--- src/wam_pkg.sv ---
// Package of constants and types for the warning and alarm manager.
package wam_pkg;
  localparam int WAM_NUM_TX = 4;
  localparam int WAM_NUM_MSG = 11;
  localparam int WAM_MSG_W = 4;
  localparam int WAM_TEMP_W = 8;
  localparam logic [WAM_TEMP_W-1:0] WAM_TEMP_RED_C = 8'h41;
  localparam logic [WAM_TEMP_W-1:0] WAM_TEMP_WARN_C = 8'h4b;
  localparam int WAM_CLK_HZ = 25000000;
  localparam int WAM_SEC_S = 1;
  localparam int WAM_CYC_PER_SEC = WAM_CLK_HZ * WAM_SEC_S;
  localparam int WAM_HOLD_MIN = 5;
  localparam int WAM_HOLD_SEC = WAM_HOLD_MIN * 60;
  localparam int WAM_SEC_W = 9;
  localparam int WAM_PRE_W = 25;
  localparam int WAM_MSG_RX_HOT = 8;
  localparam int WAM_MSG_RX_FAN = 9;
  localparam int WAM_MSG_RX_MEM = 10;
  localparam logic [WAM_MSG_W-1:0] WAM_MSG_NONE = 4'hf;
  localparam logic [WAM_NUM_MSG-1:0] WAM_PEND_RST = 11'h000;
endpackage

--- src/wam_manager.sv ---
// Warning and alarm manager top level.
`timescale 1ns/10ps
// Contract
// - Eleven warnings exist: overheat and low charge per transmitter plus receiver overheat, fan and memory faults.
// - The audible alarm turns on whenever a warning is raised and shown.
// - The audible alarm turns off when the shown warning is acknowledged.
// - Transmitter overheat and low charge warnings are raised once per limit crossing, not while it persists.
// - A transmitter overheat warning switches that channel off for five minutes, then back on.
// - A transmitter temperature above the lower threshold turns its status indicator red.
// - A transmitter temperature above the upper threshold raises its overheat warning.
// - The receiver raises its own overheat warning above the same upper threshold.
// - A brief knob press dismisses the message, returns to the menu and acknowledges the warning.
module wam_manager #(
  parameter int CYC_PER_SEC = wam_pkg::WAM_CYC_PER_SEC
) (
  input wire logic clk_sys,
  input wire logic rst_n,
  input wire logic [4*wam_pkg::WAM_TEMP_W-1:0] tx_temp,
  input wire logic [wam_pkg::WAM_NUM_TX-1:0] tx_low_charge,
  input wire logic [wam_pkg::WAM_TEMP_W-1:0] rx_temp,
  input wire logic rx_fan_fault,
  input wire logic rx_mem_fault,
  input wire logic knob_press,
  output logic alarm_on_r,
  output logic msg_valid_r,
  output logic [wam_pkg::WAM_MSG_W-1:0] msg_code_r,
  output logic [wam_pkg::WAM_NUM_TX-1:0] tx_led_red_r,
  output logic [wam_pkg::WAM_NUM_TX-1:0] chan_enable_r
);
  import wam_pkg::*;

  typedef enum logic [1:0] {
    WAM_IDLE = 2'b01,
    WAM_SHOW = 2'b10
  } wam_state_t;

  wam_state_t state_r;
  logic [WAM_PRE_W-1:0] pre_r;
  logic sec_tick_r;
  logic [WAM_NUM_MSG-1:0] cond;
  logic [WAM_NUM_MSG-1:0] cond_d_r;
  logic [WAM_NUM_MSG-1:0] pend_r;
  logic [WAM_NUM_MSG-1:0] raise;
  logic [WAM_NUM_TX-1:0] chan_busy;
  logic [WAM_NUM_TX-1:0] chan_done;
  logic [2:0] rx_busy;
  logic [2:0] rx_done;
  logic [WAM_MSG_W-1:0] pick;

  function automatic logic [WAM_MSG_W-1:0] first_set(input logic [WAM_NUM_MSG-1:0] v);
    logic [WAM_MSG_W-1:0] r;
    r = WAM_MSG_NONE;
    for (int i = WAM_NUM_MSG - 1; i >= 0; i--) begin
      if (v[i]) begin
        r = WAM_MSG_W'(i);
      end
    end
    return r;
  endfunction

  // Message codes 0..3 overheat, 4..7 low charge, 8..10 receiver faults.
  genvar g;
  generate
    for (g = 0; g < WAM_NUM_TX; g++) begin : g_tx
      assign cond[g] = tx_temp[g*WAM_TEMP_W +: WAM_TEMP_W] > WAM_TEMP_WARN_C;
      assign cond[WAM_NUM_TX+g] = tx_low_charge[g];
      assign raise[g] = cond[g] && !cond_d_r[g];
      assign raise[WAM_NUM_TX+g] = cond[WAM_NUM_TX+g] && !cond_d_r[WAM_NUM_TX+g];
      wam_hold_timer #(.SEC_W(WAM_SEC_W), .LIMIT(9'(WAM_HOLD_SEC))) u_chan (
        .clk_sys(clk_sys),
        .rst_n(rst_n),
        .sec_tick(sec_tick_r),
        .start(raise[g]),
        .enable(1'b1),
        .busy(chan_busy[g]),
        .done(chan_done[g])
      );
    end
    for (g = 0; g < 3; g++) begin : g_rx
      assign raise[WAM_MSG_RX_HOT+g] = (cond[WAM_MSG_RX_HOT+g] && !cond_d_r[WAM_MSG_RX_HOT+g])
                                       || rx_done[g];
      wam_hold_timer #(.SEC_W(WAM_SEC_W), .LIMIT(9'(WAM_HOLD_SEC))) u_rx (
        .clk_sys(clk_sys),
        .rst_n(rst_n),
        .sec_tick(sec_tick_r),
        .start(raise[WAM_MSG_RX_HOT+g]),
        .enable(cond[WAM_MSG_RX_HOT+g]),
        .busy(rx_busy[g]),
        .done(rx_done[g])
      );
    end
  endgenerate

  assign cond[WAM_MSG_RX_HOT] = rx_temp > WAM_TEMP_WARN_C;
  assign cond[WAM_MSG_RX_FAN] = rx_fan_fault;
  assign cond[WAM_MSG_RX_MEM] = rx_mem_fault;
  assign pick = first_set(pend_r);

  // Seconds prescaler.
  always_ff @(posedge clk_sys or negedge rst_n) begin
    if (!rst_n) begin
      pre_r <= '0;
      sec_tick_r <= 1'b0;
    end else begin
      sec_tick_r <= (pre_r == WAM_PRE_W'(CYC_PER_SEC - 1));
      if (pre_r == WAM_PRE_W'(CYC_PER_SEC - 1)) begin
        pre_r <= '0;
      end else begin
        pre_r <= pre_r + 1'b1;
      end
    end
  end

  // Condition history for edge detection.
  always_ff @(posedge clk_sys or negedge rst_n) begin
    if (!rst_n) begin
      cond_d_r <= '0;
    end else begin
      cond_d_r <= cond;
    end
  end

  // Pending warnings: a new raise wins over the acknowledge clear.
  always_ff @(posedge clk_sys or negedge rst_n) begin
    if (!rst_n) begin
      pend_r <= WAM_PEND_RST;
    end else begin
      for (int i = 0; i < WAM_NUM_MSG; i++) begin
        if (raise[i]) begin
          pend_r[i] <= 1'b1;
        end else if (state_r == WAM_SHOW && knob_press && msg_code_r == WAM_MSG_W'(i)) begin
          pend_r[i] <= 1'b0;
        end
      end
    end
  end

  // Display and alarm sequencing.
  always_ff @(posedge clk_sys or negedge rst_n) begin
    if (!rst_n) begin
      state_r <= WAM_IDLE;
      msg_valid_r <= 1'b0;
      msg_code_r <= WAM_MSG_NONE;
      alarm_on_r <= 1'b0;
    end else begin
      unique case (state_r)
        WAM_IDLE: begin
          if (pick != WAM_MSG_NONE) begin
            state_r <= WAM_SHOW;
            msg_valid_r <= 1'b1;
            msg_code_r <= pick;
            alarm_on_r <= 1'b1;
          end
        end
        WAM_SHOW: begin
          if (knob_press) begin
            state_r <= WAM_IDLE;
            msg_valid_r <= 1'b0;
            msg_code_r <= WAM_MSG_NONE;
            alarm_on_r <= 1'b0;
          end
        end
        default: begin
          state_r <= WAM_IDLE;
        end
      endcase
    end
  end

  // Indicator and channel shut-off outputs.
  always_ff @(posedge clk_sys or negedge rst_n) begin
    if (!rst_n) begin
      tx_led_red_r <= '0;
      chan_enable_r <= '1;
    end else begin
      for (int i = 0; i < WAM_NUM_TX; i++) begin
        tx_led_red_r[i] <= tx_temp[i*WAM_TEMP_W +: WAM_TEMP_W] > WAM_TEMP_RED_C;
        chan_enable_r[i] <= !(raise[i] || chan_busy[i]);
      end
    end
  end

  chk_alarm_follows_show: assert property (@(posedge clk_sys) disable iff (!rst_n)
    (state_r == WAM_IDLE && pick != WAM_MSG_NONE) |=> (alarm_on_r && msg_valid_r && msg_code_r == $past(pick)))
    else $error("Alarm not raised with shown warning.");
  chk_alarm_ack_off: assert property (@(posedge clk_sys) disable iff (!rst_n)
    (state_r == WAM_SHOW && knob_press) |=> (!alarm_on_r && !msg_valid_r))
    else $error("Alarm not cleared on acknowledge.");
  chk_once_only: assert property (@(posedge clk_sys) disable iff (!rst_n)
    ($past(rst_n) && $past(cond[4]) && cond[4]) |-> !raise[4])
    else $error("Low charge warning repeated.");
  chk_chan_off: assert property (@(posedge clk_sys) disable iff (!rst_n)
    raise[0] |=> !chan_enable_r[0])
    else $error("Channel not switched off on overheat.");
  chk_led_red: assert property (@(posedge clk_sys) disable iff (!rst_n)
    (tx_temp[7:0] > WAM_TEMP_RED_C) |=> tx_led_red_r[0])
    else $error("Indicator not red above lower threshold.");
  chk_warn_edge: assert property (@(posedge clk_sys) disable iff (!rst_n)
    (cond[1] && !cond_d_r[1]) |=> pend_r[1])
    else $error("Overheat warning not pended.");
  chk_rx_hot: assert property (@(posedge clk_sys) disable iff (!rst_n)
    (rx_temp > WAM_TEMP_WARN_C && !cond_d_r[WAM_MSG_RX_HOT]) |=> pend_r[WAM_MSG_RX_HOT])
    else $error("Receiver overheat not pended.");
  chk_ack_clear: assert property (@(posedge clk_sys) disable iff (!rst_n)
    (state_r == WAM_SHOW && knob_press && !raise[msg_code_r]) |=> !pend_r[$past(msg_code_r)])
    else $error("Acknowledged warning still pending.");
  chk_rearm: assert property (@(posedge clk_sys) disable iff (!rst_n)
    (!cond_d_r[5] && cond[5]) |-> raise[5])
    else $error("Warning not re-armed.");
  chk_rx_repeat: assert property (@(posedge clk_sys) disable iff (!rst_n)
    rx_done[1] |=> pend_r[WAM_MSG_RX_FAN])
    else $error("Fan fault not re-raised.");
  chk_chan_back: assert property (@(posedge clk_sys) disable iff (!rst_n)
    (chan_done[0] && !raise[0]) |=> chan_enable_r[0])
    else $error("Channel not re-enabled after hold.");
  chk_rx_timer_stop: assert property (@(posedge clk_sys) disable iff (!rst_n)
    (!cond[WAM_MSG_RX_FAN] && !raise[WAM_MSG_RX_FAN]) |=> !rx_busy[1])
    else $error("Fan fault timer kept running.");
endmodule // wam_manager

--- src/wam_hold_timer.sv ---
// Five-minute seconds-based hold timer used per channel and per receiver fault.
`timescale 1ns/10ps
module wam_hold_timer #(
  parameter int SEC_W = 9,
  parameter logic [8:0] LIMIT = 9'h12c
) (
  input wire logic clk_sys,
  input wire logic rst_n,
  input wire logic sec_tick,
  input wire logic start,
  input wire logic enable,
  output logic busy,
  output logic done
);
  logic [SEC_W-1:0] cnt_r;
  always_ff @(posedge clk_sys or negedge rst_n) begin
    if (!rst_n) begin
      cnt_r <= '0;
      busy <= 1'b0;
      done <= 1'b0;
    end else begin
      done <= 1'b0;
      if (start) begin
        cnt_r <= '0;
        busy <= 1'b1;
      end else if (!enable) begin
        busy <= 1'b0;
      end else if (busy && sec_tick) begin
        if (cnt_r == LIMIT - 9'h001) begin
          busy <= 1'b0;
          done <= 1'b1;
        end else begin
          cnt_r <= cnt_r + 1'b1;
        end
      end
    end
  end
endmodule // wam_hold_timer

--- config.mk ---
export PLATFORM = sky130hd
export DESIGN_NAME = wam_manager
export DESIGN_NICKNAME = d
export VERILOG_FILES = /design/src/wam_pkg.sv /design/src/wam_manager.sv /design/src/wam_hold_timer.sv
export SDC_FILE = /design/constraint.sdc
export NUM_CORES = 1
export LEC_CHECK = 0
export BUFFER_PORTS_ARGS = -buffer_cell sky130_fd_sc_hd__buf_2
export CORE_MARGIN = 3
export CORE_UTILIZATION = 50
export CTS_CLUSTER_DIAMETER = 40
export DETAILED_ROUTE_END_ITERATION = 8
export PLACE_DENSITY = 0.68
export SYNTH_ARGS = -nofsm -noshare
export SYNTH_HDL_FRONTEND = slang
export SYNTH_HIERARCHICAL = 1
export SYNTH_SLANG_ARGS = --single-unit
--- constraint.sdc ---
create_clock -name clk_sys -period 2.5 [get_ports clk_sys]
set_clock_uncertainty 0.15 [all_clocks]
set_input_delay 0.5 -clock clk_sys [delete_from_list [all_inputs] [get_ports clk_sys]]
set_output_delay 0.5 -clock clk_sys [all_outputs]
set_load 0.02 [all_outputs]
==> run_results.csv <==
group,metric,value,unit
outcome,outcome,"finished, final reports clean",
global_route,grt_pass1_wl,24.0,mm
routing,via_per_inst,5.73,
power_and_ir_drop,clkPwrFrac,43.9,%
logic_synthesis,syn_inst,658,
die,die_y,123,um
die,rows,42,
power_and_ir_drop,comb_power_share,9.9,%
sta,max_freq,496,MHz
cells_and_area,multiInputGateArea,3300,um^2
cells_and_area,final_area,8010,um^2
sta,tns,0,ns
cells_and_area,final_cells,929,
power_and_ir_drop,p_per_area,673,nW/um^2
routing,routed_wirelength,13.5,mm
die,ios,63,
setup_path,critPathKind,"reg -> reg",
routing,dr.pass1.iters,4,
sta,setup_violations,0,
logic_synthesis,synth_area,6870,um^2
routing,drcViolationCount,0,
clocking,ctsResizeCount,0,
placement,io_buffer_count,56,
clocking,clk_path_buf_depth,2,
sta,rsz0062_at_grt,"no",
clocking,cts_tree,"done",
global_route,overflow,0,
die,core-area,13300,um^2
sta,period_minus_slack,2.02,ns
sta,finalHoldWorstSlack,0.0839,ns
power_and_ir_drop,p_int,0.00405,W
power_and_ir_drop,power.switching,0.00135,W
power_and_ir_drop,p_leak,3.38,nW
placement,dp_hpwl,9.57,mm
sta,maxSlewViolCount,0,
die,initial_core_util,51.5,%
routing,wire_per_inst,14.6,um
sta,worst_slew_pin_slew,0.896,ns
die,die_area,15200,um^2
setup_path,cp-end-kind,"flop",
global_route,antenna_found_initial,0,
clocking,path_clk_slew,0.06,ns
cells_and_area,seq_area,3410,um^2
placement,place_inst,897,
power_and_ir_drop,swShare,25.0,%
routing,num_vias,5321,
placement,gp_congestion,0.831,
setup_path,critPathArrivalTime,2.20,ns
clocking,cts_root_buffer,"clkbuf_16",
die,die_w,123,um
global_route,grt_max_degree,58,
power_and_ir_drop,sequentialPowerShare,46.3,%
setup_path,cp_max_fo,5,
setup_path,start_kind,"flop",
routing,drtIter0Drc,394,
min_path,worst_hold_path_type,"in -> reg",
run,drv_cap,0,
clocking,worst_skew_pair.late_latency,0.41,ns
power_and_ir_drop,total_power,0.00539,W
cells_and_area,nFillCells,1127,
cells_and_area,syn_to_final_growth,16.7,%
cells_and_area,nNetsFinal,798,
setup_path,required,2.68,ns
logic_synthesis,synth_warnings,6,
sta,hold_viol_final,0,
placement,placed_area,7430,um^2
global_route,grt_pass1_vias,5270,
cells_and_area,antenna_cells,0,
cells_and_area,drive_above_1_share,20.8,%
global_route,grtUsageTotal,19.6,%
sta,fin_crit_sh,80.7,%
routing,detail-route-antenna-nets,0,
clocking,cts_sinks,136,
clocking,numCtsBuffers,17,
sta,relSlewSlack,40.1,%
clocking,htreeDepth,4,
power_and_ir_drop,ir_drop,0.480,mV
logic_synthesis,syn-mean-instance-area,10.4,um^2
==> worst max-delay path, stage by stage, from the launching register on <==
cell and delay (ns):
dfrtp_1 0.40, ha_1 0.25, inv_1 0.10, or4_4 0.56, or3_1 0.32, a21oi_1 0.15
==> final timing paths <==
check / slack (ns) / to / depth (start not counted) / start
max: 0.48 / pre_r[18] / 5 / pre_r[0]
min: 0.08 / cond_d_r[6] / 1 / tx_low_charge[2]
max reg2reg: 0.48 / pre_r[18] / 5 / pre_r[0]
min reg2reg: 0.26 / pend_r[5] / 1 / cond_d_r[5]
max in group asynchronous: 1.12 / pre_r[13] / 3 / rst_n
min in group asynchronous: 0.40 / g_tx[0].u_chan/cnt_r[0] / 2 / rst_n
==> cell usage in the layout (no fill, tap or decap), drive strengths merged, types with 8 or more instances in the layout <==
cell and instances:
a211o 12, a21oi 57, buf 63, clkbuf 23, conb 12, dfrtp 127, dfstp 9, ha 8
inv 40, mux2 14, nand2 30, nand2b 29, nand3 40, nand4 20, nor2 41, nor2b 18
nor3 9, nor4 14, o21ai 29, o31ai 31, or3 11, or4 34, xnor2 10, xor2 10
==> sequential cells by signal (all words and copies together), names as in the netlist <==
| signal | cells |
|---|---|
| msg_valid_r | 1 |
| tx_led_red_r | 4 |
| cond_d_r | 11 |
| pre_r | 25 |
| pend_r | 11 |
| g_tx.u_chan/busy | 4 |
| sec_tick_r | 1 |
| g_rx.u_rx/cnt_r | 27 |
| g_rx.u_rx/busy | 3 |
| state_r | 2 |
| chan_enable_r | 4 |
| g_tx.u_chan/cnt_r | 36 |
| msg_code_r | 4 |
| g_rx.u_rx/done | 3 |
==> per-layer routing <==
| metal | track usage [%] | wire (um) |
|---|---|---|
| met2 | 33.2 | 6840 |
| met4 | 5.33 | 109 |
| met1 | 25.2 | 6070 |
| met3 | 4.94 | 505 |
| met5 | 0 | 0 |
==> stage by stage <==
step	setup WS [ns]	utilization, %
final	0.483	60.0
after global routing	0.271	60.0
after CTS	0.478	60.0
after detailed placement	0.264	55.7
after global placement	0.334	55.7
after floorplan	0.583	-
==> what timing repair did <==
| action | CTS | global route |
|---|---|---|
| setup endpoints to repair | 0 | 0 |
| buffers inserted | 0 | 0 |
| endpoints found under the hold margin | 29 | 0 |
| hold buffers | 1 | 0 |
==> power by group through the flow <==
stage               Combinational, W  Sequential [W]  Clock [W]
floorplan                   0.000283         0.00255          0
global placement            0.000522         0.00252          0
detailed placement          0.000532         0.00253          0
CTS                         0.000539         0.00249    0.00243
global route                0.000600         0.00252    0.00253
finish                      0.000532         0.00249    0.00237
==> cell type report <==
| type | count | share of cell area (%) |
|---|---|---|
| Clock buffer | 23 | 6.22 |
| Clock inverter | 8 | 0.875 |
| Inverter | 40 | 1.87 |
| Multi-Input combinational cell | 482 | 41.2 |
| Sequential cell | 136 | 42.6 |
| Tap cell | 176 | 2.75 |
| Timing Repair Buffer | 64 | 4.51 |
No activity file was read; power rests on OpenSTA's default activity.
